`src/fir_pkg.sv`:
```
package fir_pkg;

  // ----------------------------------------------------------------
  // Datapath widths
  // ----------------------------------------------------------------
  localparam int N_CELLS   = 8;
  localparam int COEF_W    = 9;
  localparam int SAMPLE_W  = 9;
  localparam int PROD_W    = 18;
  localparam int ACC_W     = 26;
  localparam int ADDR_W    = 3;
  localparam int DECIM_W   = 2;
  localparam int SHIFT_W   = 8;
  localparam int UPPER_W   = ACC_W - SHIFT_W;
  localparam int LO_HALF_W = 16;
  localparam int CTRL_W    = 4 + ADDR_W + DECIM_W + 1;

  // ----------------------------------------------------------------
  // Reset values
  // ----------------------------------------------------------------
  localparam logic [COEF_W-1:0]   COEF_RST   = 9'h000;
  localparam logic [SAMPLE_W-1:0] SAMPLE_RST = 9'h000;
  localparam logic [PROD_W-1:0]   PROD_RST   = 18'h00000;
  localparam logic [ACC_W-1:0]    ACC_RST    = 26'h0000000;
  localparam logic [CTRL_W-1:0]   CTRL_RST   = 10'h000;

  // ----------------------------------------------------------------
  // Decimation depth selections
  // ----------------------------------------------------------------
  localparam logic [DECIM_W-1:0] DECIM_NONE = 2'h0;
  localparam logic [DECIM_W-1:0] DECIM_ONE  = 2'h1;
  localparam logic [DECIM_W-1:0] DECIM_TWO  = 2'h2;
  localparam logic [DECIM_W-1:0] DECIM_THREE = 2'h3;

endpackage

```
`src/filter_processor.sv`:
```
`timescale 1ns/1ns
//
// Contract
// [RULE1] Eight cells, each 9x9 multiply added into a 26-bit accumulator.
// [RULE2] Coefficient exits after one clock, plus 1 to 3 decimation clocks. Code also offers 0 extra clocks (DECIM_NONE).
// [RULE3] Cells chain rightward; last cell reaches pins only when enabled.
// [RULE4] Coefficient load enable registered; load on second clock after low.
// [RULE5] Coefficient and decimation registers hold while load enable high.
// [RULE6] Coefficient registers clear on registered reset, same latency.
// [RULE7] Sample load enable registered; sample loads second clock after low.
// [RULE8] Sample register loads zeros whenever sample load enable is high.
// [RULE9] Two product pipe stages; sign-extended sum feeds acc and hold.
// [RULE10] Hold register loads every clock except after cell selection.
// [RULE11] Accumulator takes adder output every clock unless cleared.
// [RULE12] Erase and reset both low clear everything, second clock after.
// [RULE13] Erase alone clears only the addressed cell accumulator.
// [RULE14] Reset alone clears all but accumulators; both high change nothing.
// [RULE15] Output adder adds selected cell to buffer upper 18 bits.
// [RULE16] Registered shift-add control picks zero or buffer upper bits.
// [RULE17] Result shows cell only if shift-add low now and previous clock.
// [RULE18] Unchanged address keeps the result from first selected clock.
// [RULE19] Low enable drives bits 0-15, high enable drives bits 16-25.
// [RULE20] Host supplies 9-bit two's complement; unsigned uses top bit zero.
// [RULE21] Cell product is 18 bits before sign extension.
// [RULE22] Cell address registered one clock before any selection.
// [RULE23] Each result half floats while its enable is high.
// [RULE24] Coefficients advance one cell per clock per decimation stage.
// [RULE25] All registers update on the rising edge of one clock.
//
module filter_processor
  import fir_pkg::*;
(
  input  wire logic                CLK_SYS,
  input  wire logic                RST,
  input  wire logic [COEF_W-1:0]   COEF_IN,
  input  wire logic                COEF_LOAD_ENABLE_N,
  input  wire logic                DECIM_SELECT_0,
  input  wire logic                DECIM_SELECT_1,
  input  wire logic                COEF_OUT_ENABLE_N,
  output logic      [COEF_W-1:0]   COEF_OUT,
  output logic                     COEF_OUT_OE,
  input  wire logic [SAMPLE_W-1:0] SAMPLE_IN,
  input  wire logic                SAMPLE_LOAD_ENABLE_N,
  input  wire logic [ADDR_W-1:0]   CELL_ADDR,
  input  wire logic                SHIFT_ADD_CTL,
  input  wire logic                FILTER_RESET_N,
  input  wire logic                ERASE_N,
  input  wire logic                RESULT_LO_ENABLE_N,
  input  wire logic                RESULT_HI_ENABLE_N,
  output logic      [ACC_W-1:0]    RESULT_BUS,
  output logic                     RESULT_LO_OE,
  output logic                     RESULT_HI_OE
);

  // ----------------------------------------------------------------
  // Registered control inputs
  // ----------------------------------------------------------------
  logic [CTRL_W-1:0]   ctrl_d;
  logic [CTRL_W-1:0]   ctrl_q;
  logic                coef_load_q;
  logic                sample_load_q;
  logic                reset_q;
  logic                erase_q;
  logic [ADDR_W-1:0]   addr_q;
  logic [DECIM_W-1:0]  decim_q;
  logic                shift_add_q;

  // Active-high forms of the pins, latched one clock
  assign ctrl_d = {~COEF_LOAD_ENABLE_N, ~SAMPLE_LOAD_ENABLE_N,
                   ~FILTER_RESET_N, ~ERASE_N, CELL_ADDR,
                   DECIM_SELECT_1, DECIM_SELECT_0, SHIFT_ADD_CTL};

  ctrl_reg u_ctrl (                                      // [RULE22]
    .clk (CLK_SYS),
    .rst (RST),
    .d   (ctrl_d),
    .q   (ctrl_q)
  );

  assign {coef_load_q, sample_load_q, reset_q, erase_q,
          addr_q, decim_q, shift_add_q} = ctrl_q;

  // ----------------------------------------------------------------
  // Shared sample register
  // ----------------------------------------------------------------
  logic [SAMPLE_W-1:0] sample, next_sample;

  // Sample loads when enabled, zero otherwise
  always_comb begin
    next_sample = sample_load_q ? SAMPLE_IN : SAMPLE_RST; // [RULE7] [RULE8]
    if (reset_q) begin
      next_sample = SAMPLE_RST;                          // [RULE14]
    end
  end

  always_ff @(posedge CLK_SYS) begin
    if (RST) begin
      sample <= SAMPLE_RST;
    end else begin
      sample <= next_sample;
    end
  end

  // ----------------------------------------------------------------
  // Cell array
  // ----------------------------------------------------------------
  logic [COEF_W-1:0] coef_chain [N_CELLS+1];
  logic [ACC_W-1:0]  hold_arr   [N_CELLS];
  logic [N_CELLS-1:0] cell_hit;
  logic [N_CELLS-1:0] acc_clr;

  assign coef_chain[0] = COEF_IN;

  genvar g;
  generate
    for (g = 0; g < N_CELLS; g++) begin : gen_cell
      // Decoded cell select and accumulator clear
      assign cell_hit[g] = (addr_q == ADDR_W'(g));      // [RULE22]
      assign acc_clr[g]  = erase_q & (reset_q | cell_hit[g]); // [RULE12] [RULE13]

      fir_cell u_cell (
        .clk       (CLK_SYS),
        .rst       (RST),
        .coef_load (coef_load_q),
        .decim_sel (decim_q),
        .regs_clr  (reset_q),
        .acc_clr   (acc_clr[g]),
        .cell_hit  (cell_hit[g]),
        .sample    (sample),
        .coef_in   (coef_chain[g]),
        .coef_out  (coef_chain[g+1]),                   // [RULE3]
        .hold      (hold_arr[g])
      );
    end
  endgenerate

  // ----------------------------------------------------------------
  // Output stage
  // ----------------------------------------------------------------
  logic [ACC_W-1:0]  out_buffer, next_out_buffer;
  logic [ACC_W-1:0]  result, next_result;
  logic [ACC_W-1:0]  sel_hold;
  logic [ACC_W-1:0]  feedback;
  logic              shift_add_prev, next_shift_add_prev;
  logic [ADDR_W-1:0] addr_prev, next_addr_prev;
  logic              cell_path;
  logic              cell_path_prev, next_cell_path_prev;

  assign sel_hold = hold_arr[addr_q];

  // Shift-and-add, result mux and address memory
  always_comb begin
    feedback = shift_add_q ? {{SHIFT_W{out_buffer[ACC_W-1]}},
                              out_buffer[ACC_W-1:SHIFT_W]}
                           : ACC_RST;                    // [RULE16]
    next_out_buffer     = sel_hold + feedback;           // [RULE15]
    cell_path           = !shift_add_q && !shift_add_prev; // [RULE17]
    next_shift_add_prev = shift_add_q;
    next_addr_prev      = addr_q;
    next_cell_path_prev = cell_path;
    if (!cell_path) begin
      next_result = out_buffer;                          // [RULE17]
    end else if (addr_q != addr_prev || !cell_path_prev) begin
      next_result = sel_hold;
    end else begin
      next_result = result;                              // [RULE18]
    end
    if (reset_q) begin
      next_out_buffer = ACC_RST;                         // [RULE14]
      next_result     = ACC_RST;
    end
  end

  always_ff @(posedge CLK_SYS) begin
    if (RST) begin
      out_buffer     <= ACC_RST;
      result         <= ACC_RST;
      shift_add_prev <= 1'b0;
      addr_prev      <= '0;
      cell_path_prev <= 1'b0;
    end else begin
      out_buffer     <= next_out_buffer;
      result         <= next_result;
      shift_add_prev <= next_shift_add_prev;
      addr_prev      <= next_addr_prev;
      cell_path_prev <= next_cell_path_prev;
    end
  end

  // ----------------------------------------------------------------
  // Pin registers and drive enables
  // ----------------------------------------------------------------
  logic [COEF_W-1:0] next_coef_out;
  logic              next_coef_out_oe;
  logic              next_lo_oe;
  logic              next_hi_oe;

  always_comb begin
    next_coef_out    = coef_chain[N_CELLS];              // [RULE3]
    next_coef_out_oe = ~COEF_OUT_ENABLE_N;               // [RULE3]
    next_lo_oe       = ~RESULT_LO_ENABLE_N;              // [RULE19] [RULE23]
    next_hi_oe       = ~RESULT_HI_ENABLE_N;              // [RULE19] [RULE23]
  end

  always_ff @(posedge CLK_SYS) begin
    if (RST) begin
      COEF_OUT     <= COEF_RST;
      COEF_OUT_OE  <= 1'b0;
      RESULT_LO_OE <= 1'b0;
      RESULT_HI_OE <= 1'b0;
    end else begin
      COEF_OUT     <= next_coef_out;
      COEF_OUT_OE  <= next_coef_out_oe;
      RESULT_LO_OE <= next_lo_oe;
      RESULT_HI_OE <= next_hi_oe;
    end
  end

  assign RESULT_BUS = result;
endmodule

```
`src/ctrl_reg.sv`:
```
`timescale 1ns/1ns
// ------------------------------------------------------------------
// Input latch for control pins, one clock of delay
// ------------------------------------------------------------------
module ctrl_reg
  import fir_pkg::*;
(
  input  wire logic              clk,
  input  wire logic              rst,
  input  wire logic [CTRL_W-1:0] d,
  output logic      [CTRL_W-1:0] q
);

  logic [CTRL_W-1:0] next_q;

  // Next value is simply the pin state
  always_comb begin
    next_q = d;
  end

  // Register, inactive state after reset
  always_ff @(posedge clk) begin
    if (rst) begin
      q <= CTRL_RST;
    end else begin
      q <= next_q;
    end
  end

endmodule

```
`src/fir_cell.sv`:
```
`timescale 1ns/1ns
// ------------------------------------------------------------------
// One multiply-accumulate cell
// ------------------------------------------------------------------
module fir_cell
  import fir_pkg::*;
(
  input  wire logic                clk,
  input  wire logic                rst,
  input  wire logic                coef_load,
  input  wire logic [DECIM_W-1:0]  decim_sel,
  input  wire logic                regs_clr,
  input  wire logic                acc_clr,
  input  wire logic                cell_hit,
  input  wire logic [SAMPLE_W-1:0] sample,
  input  wire logic [COEF_W-1:0]   coef_in,
  output logic      [COEF_W-1:0]   coef_out,
  output logic      [ACC_W-1:0]    hold
);

  logic        [COEF_W-1:0] coef_reg, next_coef_reg;
  logic        [COEF_W-1:0] decim_stage_1, next_decim_stage_1;
  logic        [COEF_W-1:0] decim_stage_2, next_decim_stage_2;
  logic        [COEF_W-1:0] decim_stage_3, next_decim_stage_3;
  logic signed [PROD_W-1:0] product_pipe_0, next_product_pipe_0;
  logic signed [PROD_W-1:0] product_pipe_1, next_product_pipe_1;
  logic        [ACC_W-1:0]  acc, next_acc;
  logic        [ACC_W-1:0]  cell_hold_reg, next_cell_hold_reg;
  logic        [ACC_W-1:0]  sum;

  // ----------------------------------------------------------------
  // Next state of the cell
  // ----------------------------------------------------------------
  always_comb begin
    sum = acc + {{(ACC_W-PROD_W){product_pipe_1[PROD_W-1]}},
                 product_pipe_1};                        // [RULE9] [RULE21]
    next_coef_reg       = coef_reg;
    next_decim_stage_1  = decim_stage_1;
    next_decim_stage_2  = decim_stage_2;
    next_decim_stage_3  = decim_stage_3;
    next_product_pipe_0 = $signed(coef_reg) * $signed(sample); // [RULE1]
    next_product_pipe_1 = product_pipe_0;                // [RULE9]
    next_cell_hold_reg  = cell_hit ? cell_hold_reg : sum; // [RULE10]
    if (coef_load) begin
      next_coef_reg      = coef_in;                      // [RULE4]
      next_decim_stage_1 = coef_reg;                     // [RULE2]
      next_decim_stage_2 = decim_stage_1;
      next_decim_stage_3 = decim_stage_2;
    end                                                  // [RULE5]
    if (regs_clr) begin
      next_coef_reg       = COEF_RST;                    // [RULE6] [RULE14]
      next_decim_stage_1  = COEF_RST;
      next_decim_stage_2  = COEF_RST;
      next_decim_stage_3  = COEF_RST;
      next_product_pipe_0 = PROD_RST;
      next_product_pipe_1 = PROD_RST;
      next_cell_hold_reg  = ACC_RST;
    end
    next_acc = acc_clr ? ACC_RST : sum;                  // [RULE11]
  end

  // Coefficient exit point chosen by decimation depth
  always_comb begin
    case (decim_sel)                                     // [RULE2] [RULE24]
      DECIM_NONE:  coef_out = coef_reg;
      DECIM_ONE:   coef_out = decim_stage_1;
      DECIM_TWO:   coef_out = decim_stage_2;
      DECIM_THREE: coef_out = decim_stage_3;
      default:     coef_out = coef_reg;
    endcase
  end

  assign hold = cell_hold_reg;

  // Cell registers
  always_ff @(posedge clk) begin                         // [RULE25]
    if (rst) begin
      coef_reg       <= COEF_RST;
      decim_stage_1  <= COEF_RST;
      decim_stage_2  <= COEF_RST;
      decim_stage_3  <= COEF_RST;
      product_pipe_0 <= PROD_RST;
      product_pipe_1 <= PROD_RST;
      acc            <= ACC_RST;
      cell_hold_reg  <= ACC_RST;
    end else begin
      coef_reg       <= next_coef_reg;
      decim_stage_1  <= next_decim_stage_1;
      decim_stage_2  <= next_decim_stage_2;
      decim_stage_3  <= next_decim_stage_3;
      product_pipe_0 <= next_product_pipe_0;
      product_pipe_1 <= next_product_pipe_1;
      acc            <= next_acc;
      cell_hold_reg  <= next_cell_hold_reg;
    end
  end
endmodule

```
`config.mk`:
```
export PLATFORM = sky130hd
export DESIGN_NAME = filter_processor
export DESIGN_NICKNAME = d
export VERILOG_FILES = /design/src/fir_pkg.sv /design/src/filter_processor.sv /design/src/ctrl_reg.sv /design/src/fir_cell.sv
export SDC_FILE = /design/constraint.sdc
export NUM_CORES = 2
export LEC_CHECK = 0
export ABC_AREA = 1
export BUFFER_PORTS_ARGS = -buffer_cell sky130_fd_sc_hd__buf_2
export CAP_MARGIN = 20
export CORE_ASPECT_RATIO = 0.5
export CORE_MARGIN = 3
export CORE_UTILIZATION = 70
export DETAILED_ROUTE_END_ITERATION = 6
export PLACE_DENSITY = 0.94
export SLEW_MARGIN = 30
export SYNTH_ARGS = -nofsm -noshare
export SYNTH_HDL_FRONTEND = slang
export SYNTH_HIERARCHICAL = 1
export SYNTH_SLANG_ARGS = --single-unit
```
`constraint.sdc`:
```
create_clock -name CLK_SYS -period 9.4 [get_ports CLK_SYS]
set_clock_uncertainty 0.1 [all_clocks]
set_input_delay 1.88 -clock CLK_SYS [delete_from_list [all_inputs] [get_ports CLK_SYS]]
set_output_delay 1.88 -clock CLK_SYS [all_outputs]
set_load 0.005 [all_outputs]
```
==> summary.txt <==
Clocking
  – Clk sinks: 1080
  – Hold-fix buffers, CTS: 0
  – Clock tree buffer depth: 3
  – Number of H-tree levels: 3
  – Post-CTS setup repair buffer count: 0
  – CTS tree: done
  – Post-cts sizing count: 0
  – Clock network latency to the later pin of the worst-skew pair: 0.78 ns
  – Root Buffer Master: sky130_fd_sc_hd__clkbuf_16
  – Reg clk slew, reported paths: 0.07 ns
  – Number of buffers inserted during clock tree synthesis: 97

STA
  – Hold Fails Final Rpt: 0
  – RSZ-0062 raised after global routing: no
  – Accumulated negative setup slack: 0 ns
  – Slew @ Worst Pin: 1.06 ns
  – Final Setup Violations: 0
  – Worst slew slack as a fraction of its limit: 0.293
  – Final Slew Violations: 0
  – Post-layout min period: 5.94 ns
  – Fmax: 168 MHz
  – Period utilisation layout: 0.632

Critical path
  – Sequence of cells on the critical path: buf_4, buf_4, nand2_1, fa_1, inv_1, fa_1, inv_1, fa_1, inv_1, fa_1, fa_1, ha_1, a21oi_1, nand2_1, a21oi_1, o21bai_1, nand2_1, nand2_1, nor2_1
  – Largest delay contributor family on the critical path: adder cells
  – Total stage count of the critical path: 19
  – Worst Path Max Fanout: 34
  – Type of the setup path with the least slack: reg -> reg
  – Critical path endpoint category: flop
  – Data arrival time of the worst path: 6.52 ns
  – Element type at the critical path start: flop
  – Slowest CP cell: sky130_fd_sc_hd__dfxtp_2
  – Depth of the worst register-to-register path: 19
  – Crit path top cell by count: sky130_fd_sc_hd__fa_1
  – Req. time, crit path: 9.98 ns
  – Peak per-stage delay on the critical path: 0.65 ns
  – Number of buffers and inverters on the critical path: 5

Logic synthesis
  – Share of synthesized area occupied by flip-flops and latches: 0.274
  – Dominant synthesized flop cell: sky130_fd_sc_hd__dfxtp_1
  – Post-synthesis instance total: 11300
  – Count of different cell masters after synthesis: 53
  – Number of enable-type register cells in the synthesized netlist: 0
  – Synthesized netlist net count: 12400
  – Share of flip-flops with an asynchronous set or reset after synthesis: 0
  – Syn Std Cell Area: 0.0789 mm2
  – Mapped Avg Cell Area: 6.97 um2
  – Count of state elements after synthesis: 1080
  – Number of warnings printed during yosys synthesis: 6

Global route
  – First-pass GRT wire length: 359 mm
  – Number of antenna violations at the first check in global routing: 4
  – Via count of the first global-routing pass: 70500
  – Overall Global Routing Usage: 0.380
  – Global-route congestion overflow total: 0
  – Largest net degree at the start of global routing: 180

Placement
  – Total of buffers placed on input and output ports: 70
  – Placed cells: 12500
  – Gp weighted congestion: 1.03
  – HPWL Detailed: 168 mm

Power
  – Overall power consumption: 9.87 mW
  – Largest vdd supply drop: 0.000151 V
  – Leakage: 44.3 nW
  – P per Cell Area: 118 mW/mm2

Finish
  – Footprint of the multi-input gates: 0.0471 mm2
  – Area grow syn2layout: 5.87%
  – Fraction of final layout cells sized beyond drive strength 1: 0.0516
  – Nets@finish: 12300
  – Fill count: 8000
  – Area taken by flip-flops and latches: 0.0216 mm2
  – Post-layout instance count excluding filler cells: 12700

Die
  – Area of the die: 0.117 mm2
  – # rows: 86
  – Core area: 0.111 mm2
  – Effective utilization at floorplan: 0.711
  – Number of top-level pins: 71
  – Die H: 243 um
  – X dimension of the die: 481 um

Route
  – DRC violations left: 0
  – Final antenna-violating net count: 1
  – Vias per Instance: 5.68
  – Detail-routed net length per standard cell: 17.7 um
  – Vias: 72300
  – Initial DRC Count: 8275
  – DR pass1 iterations: 7
  – Total wirelength of the detailed-routed design: 225 mm

Status
  – Result of the run: finished with violations
  – Failing checks: antenna violations

Min path
  – HP Class: reg -> reg
  – Number of stages on the worst hold path: 2

Job
  – Maxcap violations: 0
-- cells by family after synthesis --
| logic type | Yosys count | share of synthesized area |
|---|---|---|
| AOI/OAI and AO/OA | 1260 | 0.0882 |
| adders and majority gates | 1098 | 0.228 |
| and+or+nand+nor | 5066 | 0.266 |
| xor gates and xnor gates | 129 | 0.0143 |
| buffers and inverters | 2674 | 0.129 |
| DFF | 1080 | 0.274 |
-- cell usage in the layout (no fill, tap or decap), drive strengths merged --
| cell type | netlist | layout |
|---|---|---|
| xnor2 | 70 | 70 |
| nand3 | 430 | 430 |
| nor2 | 1052 | 1052 |
| nor4 | 1 | 1 |
| a21o | 13 | 13 |
| nor3 | 12 | 12 |
| a221oi | 12 | 12 |
| fa | 569 | 569 |
| clkinvlp | 0 | 8 |
| a31oi | 2 | 2 |
| and2b | 4 | 4 |
| o21ai | 203 | 203 |
| a21boi | 1 | 1 |
| nand3b | 8 | 8 |
| diode | 0 | 7 |
| nor3b | 2 | 2 |
| a22oi | 112 | 112 |
| buf | 112 | 124 |
| and2 | 63 | 63 |
| nand2 | 3246 | 3246 |
| o21bai | 46 | 46 |
| nor2b | 16 | 16 |
| or2 | 54 | 54 |
| bufinv | 0 | 16 |
| o211ai | 56 | 56 |
| inv | 2270 | 2289 |
| xor2 | 59 | 59 |
| clkbuf | 273 | 116 |
| o21a | 6 | 6 |
| nand4 | 178 | 178 |
| ha | 529 | 529 |
| dfxtp | 1080 | 1080 |
| clkinv | 19 | 42 |
| a21oi | 809 | 809 |
-- cell type report --
class	count	share of cell area
clock inverter	66	0.0105
sequential	1080	0.259
timing repair buffer	124	0.00935
tap	1496	0.0224
antenna	7	0.000210
multi-input combinational	7553	0.564
clock buffer	116	0.0312
inverter	2289	0.103
-- cells in the mapped netlist, types with 6 or more instances --
cell / count / area share
sky130_fd_sc_hd__nand3_2: 15 / 0.0019
sky130_fd_sc_hd__a21o_1: 13 / 0.0012
sky130_fd_sc_hd__xor2_1: 59 / 0.0066
sky130_fd_sc_hd__nor2_2: 77 / 0.0061
sky130_fd_sc_hd__xnor2_1: 70 / 0.0078
sky130_fd_sc_hd__o21ai_0: 190 / 0.012
sky130_fd_sc_hd__nor3_1: 12 / 0.00076
sky130_fd_sc_hd__buf_1: 50 / 0.0024
sky130_fd_sc_hd__clkinv_1: 17 / 0.00081
sky130_fd_sc_hd__a221oi_1: 12 / 0.0013
sky130_fd_sc_hd__buf_6: 8 / 0.0011
sky130_fd_sc_hd__o21bai_1: 46 / 0.0044
sky130_fd_sc_hd__inv_2: 28 / 0.0013
sky130_fd_sc_hd__nor2_4: 7 / 0.0010
sky130_fd_sc_hd__nor2b_1: 16 / 0.0013
sky130_fd_sc_hd__and2_1: 55 / 0.0044
sky130_fd_sc_hd__ha_1: 529 / 0.084
sky130_fd_sc_hd__nand2_2: 76 / 0.0060
sky130_fd_sc_hd__nand4_1: 178 / 0.014
sky130_fd_sc_hd__or2_2: 27 / 0.0021
sky130_fd_sc_hd__nor2_1: 968 / 0.046
sky130_fd_sc_hd__nand2_1: 3168 / 0.15
sky130_fd_sc_hd__o21ai_1: 13 / 0.00083
sky130_fd_sc_hd__fa_1: 569 / 0.14
sky130_fd_sc_hd__a22oi_1: 112 / 0.011
sky130_fd_sc_hd__clkbuf_1: 269 / 0.013
sky130_fd_sc_hd__nand3b_1: 8 / 0.00076
sky130_fd_sc_hd__buf_2: 53 / 0.0034
sky130_fd_sc_hd__inv_1: 2241 / 0.11
sky130_fd_sc_hd__dfxtp_1: 1080 / 0.27
sky130_fd_sc_hd__o211ai_1: 53 / 0.0050
sky130_fd_sc_hd__a21oi_1: 808 / 0.051
sky130_fd_sc_hd__or2_1: 26 / 0.0021
sky130_fd_sc_hd__o21a_1: 6 / 0.00057
sky130_fd_sc_hd__nand3_1: 415 / 0.026
-- worst register-to-register path: cells and delay by family, from the launching register on --
kind	cells	cell delay [ns]
buffers and inverters	5	1.17
adders and majority gates	6	2.89
and+or+nand+nor	5	0.50
DFF	1	0.65
AOI/OAI and AO/OA	3	0.56
-- final timing paths --
| check | to | from | slack [ns] |
|---|---|---|---|
| max | gen_cell[2].u_cell/product_pipe_0[15] | sample[2] | 3.46 |
| min reg2reg | gen_cell[1].u_cell/product_pipe_1[2] | gen_cell[1].u_cell/product_pipe_0[2] | 0.30 |
| min | gen_cell[1].u_cell/product_pipe_1[2] | gen_cell[1].u_cell/product_pipe_0[2] | 0.30 |
| max reg2reg | gen_cell[2].u_cell/product_pipe_0[15] | sample[2] | 3.46 |
-- power breakdown --
group | switching, mW | internal, mW | leakage [nW] | total [mW]
registers | 0.0755 | 4.64 | 8.73 | 4.72
logic | 0.527 | 0.183 | 33.8 | 0.710
clock network | 1.99 | 2.46 | 1.70 | 4.45
-- through the flow --
step	setup WS, ns	utilization	hold WS, ns	instance area (um2)
finish	3.46	0.753	0.299	83500
CTS	3.60	0.752	0.295	83400
global placement	3.87	0.721	0.294	80000
detailed placement	3.76	0.721	0.299	80000
floorplan	4.36	-	0.294	78900
global route	3.24	0.752	0.309	83500
-- metal layers --
| metal | up-vias | wire, um | track usage |
|---|---|---|---|
| met1 | 33500 | 87400 | 0.490 |
| met3 | 856 | 25100 | 0.0910 |
| met2 | 3845 | 100000 | 0.599 |
| met5 | - | 13 | 0 |
| li1 | 34100 | - | - |
| met4 | 2 | 12400 | 0.189 |
Power figures use the tool's default switching activity.
